$ cat config.mk
export PLATFORM = sky130hd
export DESIGN_NAME = sipo_latch
export DESIGN_NICKNAME = d
export VERILOG_FILES = /design/src/verilog/sipo_pkg.sv /design/src/verilog/sipo_latch.sv /design/src/verilog/sipo_sync_edge.sv
export SDC_FILE = /design/constraint.sdc
export NUM_CORES = 1
export LEC_CHECK = 0
export ABC_AREA = 0
export BUFFER_PORTS_ARGS = -buffer_cell sky130_fd_sc_hd__buf_2
export CAP_MARGIN = 20
export CORE_MARGIN = 8
export CORE_UTILIZATION = 45
export DETAILED_ROUTE_END_ITERATION = 10
export PLACE_DENSITY = 0.7
export SETUP_SLACK_MARGIN = 0.1
export SLEW_MARGIN = 15
export SYNTH_ARGS = -nofsm -noshare
export SYNTH_HDL_FRONTEND = slang
export SYNTH_HIERARCHICAL = 1
export SYNTH_SLANG_ARGS = --single-unit
$ cat constraint.sdc
create_clock -name sys_clk -period 2.2 [get_ports sys_clk]
set_clock_uncertainty 0.05 [all_clocks]
set_input_delay 0.11 -clock sys_clk [delete_from_list [all_inputs] [get_ports sys_clk]]
set_output_delay 0.11 -clock sys_clk [all_outputs]
set_load 0.02 [all_outputs]
$ cat src/verilog/sipo_pkg.sv
// Function
// eight-stage shift feeds eight-bit storage register
// shift advances only on shift-clock rise
// first stage takes serial input, others shift
// no shift edge, shift contents hold
// clear low forces shift register zero
// storage-clock rise captures whole shift register
// no storage edge, storage value holds
// shift and storage clocks act independently
// enable high floats outputs, low drives
// cascade output always shows last stage
// clear leaves storage register untouched
package sipo_pkg;
  localparam int SIPO_WIDTH = 8;
  localparam logic [7:0] SIPO_SHIFT_RESET = 8'h00;
  localparam logic [7:0] SIPO_STORE_RESET = 8'h00;
  localparam int SIPO_SYNC_STAGES = 2;
endpackage

$ cat src/verilog/sipo_latch.sv
`timescale 1ns/1ps
module sipo_latch
  import sipo_pkg::*;
(
  input wire logic sys_clk, // system clock
  input wire logic rst_b, // synchronous reset, active low
  input wire logic serial_in, // serial data pin
  input wire logic shift_clock, // shift clock pin
  input wire logic storage_clock, // storage clock pin
  input wire logic shift_clear_n, // shift clear pin, active low
  input wire logic out_enable_n, // output enable pin, active low
  output logic [7:0] parallel_outputs, // parallel data value
  output logic [7:0] parallel_oe, // output enables, high drives
  output logic cascade_serial_out // last stage for chaining
);
  logic [7:0] shift_reg;
  logic [7:0] shift_next;
  logic [7:0] store_reg;
  logic [7:0] store_next;
  logic si_sync;
  logic clr_n_sync;
  logic oe_n_sync;
  logic shift_rise;
  logic store_rise;
  logic [SIPO_SYNC_STAGES:0] settle_reg;
  logic hist_ok;

  // synchronise every pin; clocks also give edge pulses
  sipo_sync_edge u_sck (
    .sys_clk(sys_clk), // system clock
    .rst_b(rst_b), // reset
    .pin_in(shift_clock), // shift clock pin
    .level_out(), // level not needed
    .rise_pulse(shift_rise) // shift edge pulse
  );

  sipo_sync_edge u_rck (
    .sys_clk(sys_clk), // system clock
    .rst_b(rst_b), // reset
    .pin_in(storage_clock), // storage clock pin
    .level_out(), // level not needed
    .rise_pulse(store_rise) // store edge pulse
  );

  sipo_sync_edge u_si (
    .sys_clk(sys_clk), // system clock
    .rst_b(rst_b), // reset
    .pin_in(serial_in), // serial data pin
    .level_out(si_sync), // synchronised data
    .rise_pulse() // edge not needed
  );

  sipo_sync_edge u_clr (
    .sys_clk(sys_clk), // system clock
    .rst_b(rst_b), // reset
    .pin_in(shift_clear_n), // clear pin
    .level_out(clr_n_sync), // synchronised clear
    .rise_pulse() // edge not needed
  );

  sipo_sync_edge u_oe (
    .sys_clk(sys_clk), // system clock
    .rst_b(rst_b), // reset
    .pin_in(out_enable_n), // enable pin
    .level_out(oe_n_sync), // synchronised enable
    .rise_pulse() // edge not needed
  );

  // shift next value: clear dominates, else shift on edge, else hold
  assign shift_next = !clr_n_sync ? SIPO_SHIFT_RESET :
                      shift_rise ? {shift_reg[6:0], si_sync} :
                      shift_reg;

  // storage next value: capture on its own edge only, clear ignored
  assign store_next = store_rise ? shift_reg : store_reg;

  // register update
  always_ff @(posedge sys_clk) begin
    if (!rst_b) begin
      shift_reg <= SIPO_SHIFT_RESET;
      store_reg <= SIPO_STORE_RESET;
    end else begin
      shift_reg <= shift_next;
      store_reg <= store_next;
    end
  end

  // pin history is trusted only once every synchroniser stage holds post-reset samples
  always_ff @(posedge sys_clk) begin
    if (!rst_b) begin
      settle_reg <= {(SIPO_SYNC_STAGES + 1){1'b0}};
    end else begin
      settle_reg <= {settle_reg[SIPO_SYNC_STAGES-1:0], 1'b1};
    end
  end

  // pin-level assertions wait for this
  assign hist_ok = settle_reg[SIPO_SYNC_STAGES];

  // outputs: storage drives parallel pins, cascade is last stage
  assign parallel_outputs = store_reg;
  assign parallel_oe = {SIPO_WIDTH{~oe_n_sync}};
  assign cascade_serial_out = shift_reg[7];

  // assertions
  chk_clear_zeroes_shift: assert property (@(posedge sys_clk) disable iff (!rst_b)
    !clr_n_sync |=> shift_reg == 8'h00)
    else $error("shift register not cleared");
  chk_shift_moves_data: assert property (@(posedge sys_clk) disable iff (!rst_b)
    (clr_n_sync && shift_rise) |=> shift_reg == {$past(shift_reg[6:0]), $past(si_sync)})
    else $error("shift step wrong");
  chk_shift_holds_idle: assert property (@(posedge sys_clk) disable iff (!rst_b)
    (clr_n_sync && !shift_rise) |=> $stable(shift_reg))
    else $error("shift register changed without edge");
  chk_edge_single_cycle: assert property (@(posedge sys_clk) disable iff (!rst_b)
    shift_rise |=> !shift_rise)
    else $error("shift edge longer than one cycle");
  chk_store_captures: assert property (@(posedge sys_clk) disable iff (!rst_b)
    store_rise |=> parallel_outputs == $past(shift_reg))
    else $error("storage did not capture");
  chk_store_holds_idle: assert property (@(posedge sys_clk) disable iff (!rst_b)
    !store_rise |=> $stable(parallel_outputs))
    else $error("storage changed without edge");
  chk_clear_spares_store: assert property (@(posedge sys_clk) disable iff (!rst_b)
    (!clr_n_sync && !store_rise) |=> $stable(store_reg))
    else $error("clear disturbed storage");
  chk_shift_keeps_store: assert property (@(posedge sys_clk) disable iff (!rst_b)
    (shift_rise && !store_rise) |=> $stable(parallel_outputs))
    else $error("shifting disturbed outputs");
  chk_enable_drives: assert property (@(posedge sys_clk) disable iff (!rst_b)
    parallel_oe == (oe_n_sync ? 8'h00 : 8'hff))
    else $error("output enable wrong");
  chk_cascade_last: assert property (@(posedge sys_clk) disable iff (!rst_b)
    (clr_n_sync && shift_rise) |=> cascade_serial_out == $past(shift_reg[6]))
    else $error("cascade not last stage");

  // shift pulse appears only for a low-to-high step of the pin
  chk_shift_edge_pin: assert property (@(posedge sys_clk) disable iff (!rst_b)
    hist_ok
    |-> shift_rise == ($past(shift_clock, 2) && !$past(shift_clock, 3)))
    else $error("shift pulse not from a pin rise");

  // a falling shift clock leaves the shift register alone
  chk_fall_no_shift: assert property (@(posedge sys_clk) disable iff (!rst_b)
    (hist_ok && $past(shift_clear_n, 2) && !$past(shift_clock, 2) && $past(shift_clock, 3))
    |=> $stable(shift_reg))
    else $error("shift register moved on a falling edge");

  // new stage zero comes from the serial pin as seen at the clock rise
  chk_shift_data_pin: assert property (@(posedge sys_clk) disable iff (!rst_b)
    (hist_ok && $past(shift_clear_n, 2) && $past(shift_clock, 2) && !$past(shift_clock, 3))
    |=> shift_reg == {$past(shift_reg[6:0]), $past(serial_in, 3)})
    else $error("shift step does not match pins");

  // serial data moving without a clock rise changes nothing
  chk_serial_idle_pin: assert property (@(posedge sys_clk) disable iff (!rst_b)
    (clr_n_sync && !shift_rise && $changed(si_sync))
    |=> $stable(shift_reg))
    else $error("serial change moved shift register");

  // a low clear pin empties the shift register
  chk_clear_from_pin: assert property (@(posedge sys_clk) disable iff (!rst_b)
    (hist_ok && !$past(shift_clear_n, 2))
    |=> shift_reg == SIPO_SHIFT_RESET)
    else $error("clear pin did not empty shift register");

  // clear wins over a shift pulse in the same cycle
  chk_clear_beats_edge: assert property (@(posedge sys_clk) disable iff (!rst_b)
    (!clr_n_sync && shift_rise)
    |=> shift_reg == SIPO_SHIFT_RESET)
    else $error("shift pulse beat the clear");

  // store pulse appears only for a low-to-high step of its pin
  chk_store_edge_pin: assert property (@(posedge sys_clk) disable iff (!rst_b)
    hist_ok
    |-> store_rise == ($past(storage_clock, 2) && !$past(storage_clock, 3)))
    else $error("store pulse not from a pin rise");

  // a falling storage clock leaves the outputs alone
  chk_store_fall_idle: assert property (@(posedge sys_clk) disable iff (!rst_b)
    (hist_ok && !$past(storage_clock, 2) && $past(storage_clock, 3))
    |=> $stable(parallel_outputs))
    else $error("outputs moved on a falling storage edge");

  // the output enable never touches the stored value
  chk_oe_keeps_data: assert property (@(posedge sys_clk) disable iff (!rst_b)
    ($changed(oe_n_sync) && !store_rise)
    |=> $stable(parallel_outputs))
    else $error("enable change disturbed outputs");

  // per-bit enables follow the enable pin two cycles late
  chk_enable_from_pin: assert property (@(posedge sys_clk) disable iff (!rst_b)
    hist_ok
    |-> parallel_oe == ($past(out_enable_n, 2) ? 8'h00 : 8'hff))
    else $error("enables do not follow pin");

  // cascade keeps its value while only the enable moves
  chk_cascade_ignores_oe: assert property (@(posedge sys_clk) disable iff (!rst_b)
    ($changed(oe_n_sync) && clr_n_sync && !shift_rise)
    |=> $stable(cascade_serial_out))
    else $error("enable change disturbed cascade");

  // cascade goes low with a clear
  chk_cascade_cleared: assert property (@(posedge sys_clk) disable iff (!rst_b)
    !clr_n_sync
    |=> !cascade_serial_out)
    else $error("cascade not cleared");

  // a low clear pin leaves the stored word in place
  chk_clear_keeps_pins: assert property (@(posedge sys_clk) disable iff (!rst_b)
    (hist_ok && !$past(shift_clear_n, 2) && !store_rise)
    |=> $stable(parallel_outputs))
    else $error("clear pin disturbed outputs");

  // a store after a clear shows the cleared word
  chk_clear_then_store: assert property (@(posedge sys_clk) disable iff (!rst_b)
    (store_rise && !$past(clr_n_sync))
    |=> parallel_outputs == SIPO_SHIFT_RESET)
    else $error("cleared word not stored");

  // clear edges alone never reach the storage register
  chk_clear_edge_store: assert property (@(posedge sys_clk) disable iff (!rst_b)
    ($changed(clr_n_sync) && !store_rise)
    |=> $stable(store_reg))
    else $error("clear edge reached storage");
endmodule // sipo_latch

$ cat src/verilog/sipo_sync_edge.sv
`timescale 1ns/1ps
module sipo_sync_edge
  import sipo_pkg::*;
(
  input wire logic sys_clk, // system clock
  input wire logic rst_b, // synchronous reset, active low
  input wire logic pin_in, // asynchronous pin
  output logic level_out, // synchronised level
  output logic rise_pulse // one-cycle pulse on rising edge
);
  logic meta_reg;
  logic sync_reg;
  logic prev_reg;

  // two-stage synchroniser plus edge history
  always_ff @(posedge sys_clk) begin
    if (!rst_b) begin
      meta_reg <= 1'b0;
      sync_reg <= 1'b0;
      prev_reg <= 1'b0;
    end else begin
      meta_reg <= pin_in;
      sync_reg <= meta_reg;
      prev_reg <= sync_reg;
    end
  end

  // edge found on synchronised copies only
  assign level_out = sync_reg;
  assign rise_pulse = sync_reg & ~prev_reg;
endmodule // sipo_sync_edge
==> results of run 1 <==
[stage by stage]
stage | utilization [%] | cell area (sq um) | hold slack [ns] | setup WS, ns
2_1_floorplan | - | 988 | 0.182 | 1.25
3_3_place_gp | 49.5 | 1060 | 0.265 | 1.10
3_5_place_dp | 49.5 | 1060 | 0.270 | 1.09
4_1_cts | 53.5 | 1150 | 0.124 | 1.06
5_1_grt | 53.5 | 1150 | 0.127 | 0.983
6_report | 53.5 | 1150 | 0.125 | 1.08
[layout make-up]
type	instances	area, sq um
inverter	1	3.75
tap	28	35.0
timing repair buffer	28	165
clock buffer	4	36.3
multi-input combinational	47	349
fill	205	998
sequential	28	561
[repair_timing]
action | 4_1_cts | 5_1_grt
hold buffers | 5 | 0
resized for setup | 0 | 0
endpoints found under the setup margin | 0 | 0
hold endpoints to repair | 5 | 0
[path summary, 6_finish.rpt]
| kind | to | start | slack [ns] |
|---|---|---|---|
| hold / removal | parallel_outputs[1]$_SDFFE_PN0P_ | rst_b | 0.12 |
| hold reg to reg | u_oe/level_out$_SDFF_PN0_ | u_oe/meta_reg$_SDFF_PN0_ | 0.40 |
| setup / recovery | parallel_oe[0] | u_oe/level_out$_SDFF_PN0_ | 1.08 |
| setup reg to reg | parallel_outputs[1]$_SDFFE_PN0P_ | u_rck/level_out$_SDFF_PN0_ | 1.11 |
[metal layers]
metal / part of all wire (%) / wire, um / track usage, %
met3: 4.8 / 69 / 3.41
met5: 0 / 0 / 0
met1: 49 / 706 / 8.61
met4: 2.1 / 31 / 5.98
met2: 44 / 643 / 12.4
[power groups by stage]
stage               combinational (mW)  clock (mW)  sequential, mW
global placement                0.0443           0           0.530
floorplan                       0.0381           0           0.530
global route                    0.0548       0.269           0.521
detailed placement              0.0451           0           0.531
CTS                             0.0518       0.252           0.520
finish                          0.0506       0.239           0.519
==> results.cfg, run 1 <==
[floorplanning]
die_h_um = 62.9
rows = 17
dieArea_sq_mm = 0.00395
io_pins = 24
fp.dieW_um = 62.9
start_util_pct = 46.0
core_sq_mm = 0.00215

[global_routing]
overflow = 0
antenna_found_initial = 0
grt_pass1_wl_mm = 2.57
grt_pass1_vias = 606
grt_max_degree = 22
track_usage_pct = 8.07

[synthesis]
syn_avg_cell_area_sq_um = 11.6
syn-num-nets = 92
netlist_area_sq_um = 988
ys_warn_count = 6
synth_cells = 85

[routing]
drc = 0
first_pass_iters = 2
routed_wl_mm = 1.45
initialDrtViolationCount = 6
wl_per_cell_um = 10.7
dr_total_vias = 577
viasPerCell = 4.24
postRouteAntennaNets = 0

[setup_path]
slowest_stage = dfxtp_1
slowest_delay_ns = 0.32
crit_fanout = 8
path_cells = inv_1, buf_2
critPathLaunchType = flip-flop
arrival_ns = 0.96
r2r_cells = 3
critPathTopFamily = buffers and inverters
cp_num_cells = 2
worstSetupPathType = reg -> out
worst-path-buf-inv = 2
end_kind = output pin
worstPathRequired_ns = 2.04

[clock_network]
h-tree-depth = 1
cts_tree = yes
cts_buffers = 3
postCtsSetupBuffers = 0
clkLatencyLatePin_ns = 0.32
cts.sinks = 28
cts_root_buf = clkbuf_4
path_clk_slew_ns = 0.14
cts_buffer_depth = 2

[power_and_ir_drop]
vdd_drop_max_v = 0.000379
switchingPower_mw = 0.166
p_comb_share_pct = 6.3
p_leak_nw = 0.453
seq_power_share_pct = 64.2
finalPower_mw = 0.809
switching_share_pct = 20.5
p_clk_share_pct = 29.6
powerDensity_mw_per_mm2 = 704
p_int_mw = 0.644

[timing]
fmaxAchievable_mhz = 892
finalMaxSlewViolations = 0
worstMarginPinSlew_ns = 0.316
rsz0062_at_grt = false
final.setup.tns_ns = 0
hold_viol = 0
setup_violations = 0
fin_crit_ns = 1.12
finalCritPeriodShare_pct = 51.0
slew_headroom_pct = 78.9

[final_layout]
final_cells = 136
area_growth_pct = 16.3
drive_gt1_share_pct = 27.8
final_cell_mix = 28 x dfxtp_1, 23 x buf_2, 16 x mux2i_1, 12 x and2_1
antenna_cells = 0
fin_nets = 116
layout_commonest_cell = dfxtp_1

[min_path]
hp-class = in -> reg
whs_path_depth = 2

[run_status]
status = completed

[run]
max_cap_viol_count = 0

[placement]
gp_congestion = 0.742
dp_cells = 127
port_buffers = 23
No activity file was read; power rests on OpenSTA's default activity.
==> run 2: changes to the inputs <==
==> constraint.sdc (replaced) <==
create_clock -name sys_clk -period 1.1 [get_ports sys_clk]
set_clock_uncertainty 0.05 [all_clocks]
set_input_delay 0.055 -clock sys_clk [delete_from_list [all_inputs] [get_ports sys_clk]]
set_output_delay 0.055 -clock sys_clk [all_outputs]
set_load 0.02 [all_outputs]
==> run 2 against run 1 <==
Clock power increased by 100%. Sequential share of layout area shrank 3.3 points. Sequential cell count is the same. Critical path type unchanged. Routed wire length up 3.0%. Register-to-register slack worse by 1.0 ns. Largest cell class unchanged. Non-clock buffer count increased by 3. Global-route usage up 0.076 points. Sequential power increased by 100%.
==> results.cfg, run 2 (synthesized netlist as in run 1, its figures left out) <==
[power_and_ir_drop]
vdd_drop_max_v = 0.000869
powerDensity_mw_per_mm2 = 1330
p_leak_nw = 0.498

[routing]
drc = 0
postRouteAntennaNets = 0
dr_total_vias = 604
viasPerCell = 4.35
first_pass_iters = 3
wl_per_cell_um = 10.7
routed_wl_mm = 1.49
initialDrtViolationCount = 1

[clock_network]
path_clk_slew_ns = 0.14
cts_buffers = 3
cts.sinks = 28
cts_root_buf = clkbuf_4
cts_tree = yes
clkLatencyLatePin_ns = 0.32
h-tree-depth = 1
cts_buffer_depth = 2

[min_path]
min_from = rst_b
whs_path_depth = 2
min_to = parallel_outputs[2]$_SDFFE_PN0P_
hp-class = in -> reg

[final_layout]
drive_gt1_share_pct = 33.3
final_cell_mix = 25 x dfxtp_1, 16 x mux2i_1, 13 x buf_2, 12 x and2_1
antenna_cells = 0
fillCellCount = 193
multi_input_area_sq_um = 349
fin_nets = 119
final-seq-area_sq_um = 564
layout_commonest_cell = dfxtp_1
area_growth_pct = 25.7
design_area_sq_mm = 0.00124
final_cells = 139

[timing]
slew_headroom_pct = 80.6
layout_setup_ws_ns = 0.0766
final.setup.tns_ns = 0
setup_violations = 0
rsz0062_at_grt = true
hold_viol = 0
finalCritPeriodShare_pct = 93.0
finalMaxSlewViolations = 0
fin_crit_ns = 1.02
fmaxAchievable_mhz = 977
worstMarginPinSlew_ns = 0.292

[global_routing]
antenna_found_initial = 0
grt_pass1_vias = 626
grt_max_degree = 22
overflow = 0
grt_pass1_wl_mm = 2.60
track_usage_pct = 8.15

[placement]
dp_cells = 127
port_buffers = 23
placed_cell_area_sq_mm = 0.00106
gp_congestion = 0.743
hpwl_mm = 1.02
place_ws_ns = 0.00147

[setup_path]
critPathLaunchType = flip-flop
crit_fanout = 8
r2r_setup_slack_ns = 0.09
arrival_ns = 0.92
r2r_start = u_sck/level_out$_SDFF_PN0_
worstPathRequired_ns = 1.00
r2r_cells = 4
reg2reg_to = shift_reg[0]$_SDFFE_PN0P_
end_kind = output pin
worstSetupPathType = reg -> out

[floorplanning]
dieArea_sq_mm = 0.00395
start_util_pct = 46.0
rows = 17
core_sq_mm = 0.00215
fp.dieW_um = 62.9
die_h_um = 62.9
io_pins = 24

[run]
max_cap_viol_count = 0

[run_status]
status = completed
run 2: per-layer routing:
| metal | share of wire, % | routed length (um) | track usage (%) |
|---|---|---|---|
| met2 | 46 | 680 | 13.3 |
| met5 | 0 | 0 | 0 |
| met3 | 4.7 | 70 | 3.41 |
| met4 | 2.1 | 31 | 5.98 |
| met1 | 48 | 710 | 8.10 |
run 2: critical path: stages, from the launching register on:
cell and delay (ns):
dfxtp_2 0.35, inv_4 0.10, buf_4 0.15
run 2: report_power, final:
group	switching, mW	internal, mW	total, mW
combinational	0.0542	0.0735	0.128
sequential	0.00651	1.03	1.04
clock	0.276	0.202	0.478
total	0.337	1.31	1.65
run 2: how the worst max path moves through the flow:
| stage | depth (start not counted) | start | to |
|---|---|---|---|
| 2_1_floorplan | 4 | u_rck/level_out$_SDFF_PN0_ | parallel_outputs[7]$_SDFFE_PN0P_ |
| 3_3_place_gp | 3 | u_rck/level_out$_SDFF_PN0_ | parallel_outputs[1]$_SDFFE_PN0P_ |
| 3_5_place_dp | 3 | u_rck/level_out$_SDFF_PN0_ | parallel_outputs[1]$_SDFFE_PN0P_ |
| 4_1_cts | 4 | u_sck/level_out$_SDFF_PN0_ | shift_reg[7]$_SDFFE_PN0P_ |
| 5_1_grt | 4 | u_sck/level_out$_SDFF_PN0_ | shift_reg[7]$_SDFFE_PN0P_ |
| 6_report | 2 | u_oe/level_out$_SDFF_PN0_ | parallel_oe[6] |
run 2: repair_timing:
action,4_1_cts,5_1_grt
pin swaps,0,2
endpoints found under the hold margin,5,0
setup endpoints to repair,24,27
buffers inserted,3,0
resized for setup,15,7
hold buffers,5,0
run 2: final cells by class:
type	instances	share of cell area, %
timing repair buffer	31	20.2
sequential	28	45.4
tap	28	2.82
multi-input combinational	47	28.1
clock buffer	4	2.92
inverter	1	0.504
run 2: per-stage QoR:
step / util (%) / hold slack (ns) / power [mW]
after floorplan: - / 0.127 / 1.14
after global placement: 49.5 / 0.210 / 1.15
after detailed placement: 49.5 / 0.215 / 1.15
after CTS: 56.7 / 0.0719 / 1.67
after global routing: 57.8 / 0.0753 / 1.72
final: 57.8 / 0.0748 / 1.65
==> run 3: changes to the inputs <==
--- a/config.mk
+++ b/config.mk
@@ -6,7 +6,7 @@
 export NUM_CORES = 1
 export LEC_CHECK = 0
 export ABC_AREA = 0
-export BUFFER_PORTS_ARGS = -buffer_cell sky130_fd_sc_hd__buf_2
+export BUFFER_PORTS_ARGS = -buffer_cell sky130_fd_sc_hd__buf_4
 export CAP_MARGIN = 20
 export CORE_MARGIN = 8
 export CORE_UTILIZATION = 45
==> run 3 against run 2 <==
Critical path depth is the same. Clock power is essentially flat. Final cell count is the same. Count of clock-buffer cells in the layout is the same. Critical endpoint is now parallel_oe[3].
==> results.cfg, run 3 (synthesized netlist as in run 1, its figures left out) <==
[global_routing]
track_usage_pct = 8.39
antenna_found_initial = 0
grt_pass1_vias = 606
grt_max_degree = 22
overflow = 0
grt_pass1_wl_mm = 2.68

[setup_path]
critPathLaunchType = flip-flop
slowest_stage = dfxtp_2
worstSetupPathType = reg -> out
worstPathRequired_ns = 1.00
end_kind = output pin
slowest_delay_ns = 0.37
arrival_ns = 0.92
crit_fanout = 8
path_cells = clkinv_4, buf_6

[clock_network]
path_clk_slew_ns = 0.14
cts_tree = yes
cts_buffers = 3
h-tree-depth = 1
cts_root_buf = clkbuf_4
cts.sinks = 28
clkLatencyLatePin_ns = 0.32
cts_buffer_depth = 2

[timing]
slew_headroom_pct = 90.6
rsz0062_at_grt = true
worstMarginPinSlew_ns = 0.137
final.setup.tns_ns = 0
layout_setup_ws_ns = 0.0742
setup_violations = 0
hold_viol = 0
fmaxAchievable_mhz = 975
fin_worst_hold_slack_ns = 0.0240
fin_crit_ns = 1.03
finalCritPeriodShare_pct = 93.3
finalMaxSlewViolations = 0

[placement]
hpwl_mm = 1.04
place_ws_ns = -0.00845
port_buffers = 23
dp_cells = 127
gp_congestion = 0.728

[final_layout]
drive_gt1_share_pct = 34.2
final_cell_mix = 24 x dfxtp_1, 16 x mux2i_1, 15 x buf_4, 12 x and2_1, 10 x buf_6
fin_nets = 119
fillCellCount = 174
antenna_cells = 0
layout_commonest_cell = dfxtp_1
final_cells = 139
area_growth_pct = 30.5

[floorplanning]
rows = 17
io_pins = 24
dieArea_sq_mm = 0.00395
start_util_pct = 46.0
core_sq_mm = 0.00215
die_h_um = 62.9
fp.dieW_um = 62.9

[run]
max_cap_viol_count = 0

[routing]
viasPerCell = 4.35
postRouteAntennaNets = 0
initialDrtViolationCount = 5
first_pass_iters = 3
wl_per_cell_um = 11.3
drc = 0
routed_wl_mm = 1.57
dr_total_vias = 604

[power_and_ir_drop]
p_leak_nw = 0.507
powerDensity_mw_per_mm2 = 1290
vdd_drop_max_v = 0.000720

[run_status]
status = completed

[min_path]
hp-class = in -> reg
-- run 3: changes by cell type in the layout (fill, tap and decap cells not counted) --
cell | previous run | this run
buf_2 | 13 | 0
buf_4 | 5 | 15
buf_6 | 7 | 10
clkinv_4 | 0 | 1
dfxtp_1 | 25 | 24
dfxtp_2 | 3 | 4
inv_4 | 1 | 0
-- run 3: metrics by stage --
step	util (%)	area, sq um	power (mW)
2_1_floorplan	-	988	1.14
3_3_place_gp	52.2	1120	1.16
3_5_place_dp	52.2	1120	1.16
4_1_cts	58.9	1270	1.68
5_1_grt	60.0	1290	1.74
6_report	60.0	1290	1.66
-- run 3: cell type report --
cell class	count	area (sq um)	area share (%)
well taps	28	35.0	2.72
flip-flops and latches	28	566	43.8
clock buffers	4	36.3	2.81
multi-input cells	47	349	27.1
inverters	1	8.76	0.679
repair buffers	31	295	22.9
-- run 3: final timing paths --
check | endpoint | from | slack, ns | cells after the start
worst min-delay path | parallel_outputs[1]$_SDFFE_PN0P_ | rst_b | 0.02 | 2
worst max-delay path | parallel_oe[3] | u_oe/level_out$_SDFF_PN0_ | 0.07 | 2
worst min register to register | u_si/level_out$_SDFF_PN0_ | u_si/meta_reg$_SDFF_PN0_ | 0.39 | 1
worst max register to register | parallel_outputs[6]$_SDFFE_PN0P_ | u_rck/level_out$_SDFF_PN0_ | 0.07 | 4
-- run 3: what timing repair did --
item | CTS | global route
buffers inserted | 2 | 1
pin swaps | 2 | 3
hold buffers | 5 | 0
gates resized for setup | 15 | 3
endpoints found under the setup margin | 24 | 25
hold endpoints to repair | 5 | 0
-- run 3: critical path, delay by kind of cell (launching register included) --
| family | cells | cell delay [ns] |
|---|---|---|
| buf+inv | 2 | 0.24 |
| flops | 1 | 0.37 |
-- run 3: power by group --
part	switching [mW]	internal [mW]	total (mW)
clock network	0.279	0.202	0.481
logic	0.0563	0.0823	0.139
registers	0.00676	1.03	1.04
-- run 3: layer usage --
metal,part of all wire [%],GRT usage [%],wire length (um)
met2,49,13.7,768
met1,46,8.99,725
met5,0,0,0
met3,3.4,2.51,53
met4,1.2,5.98,18
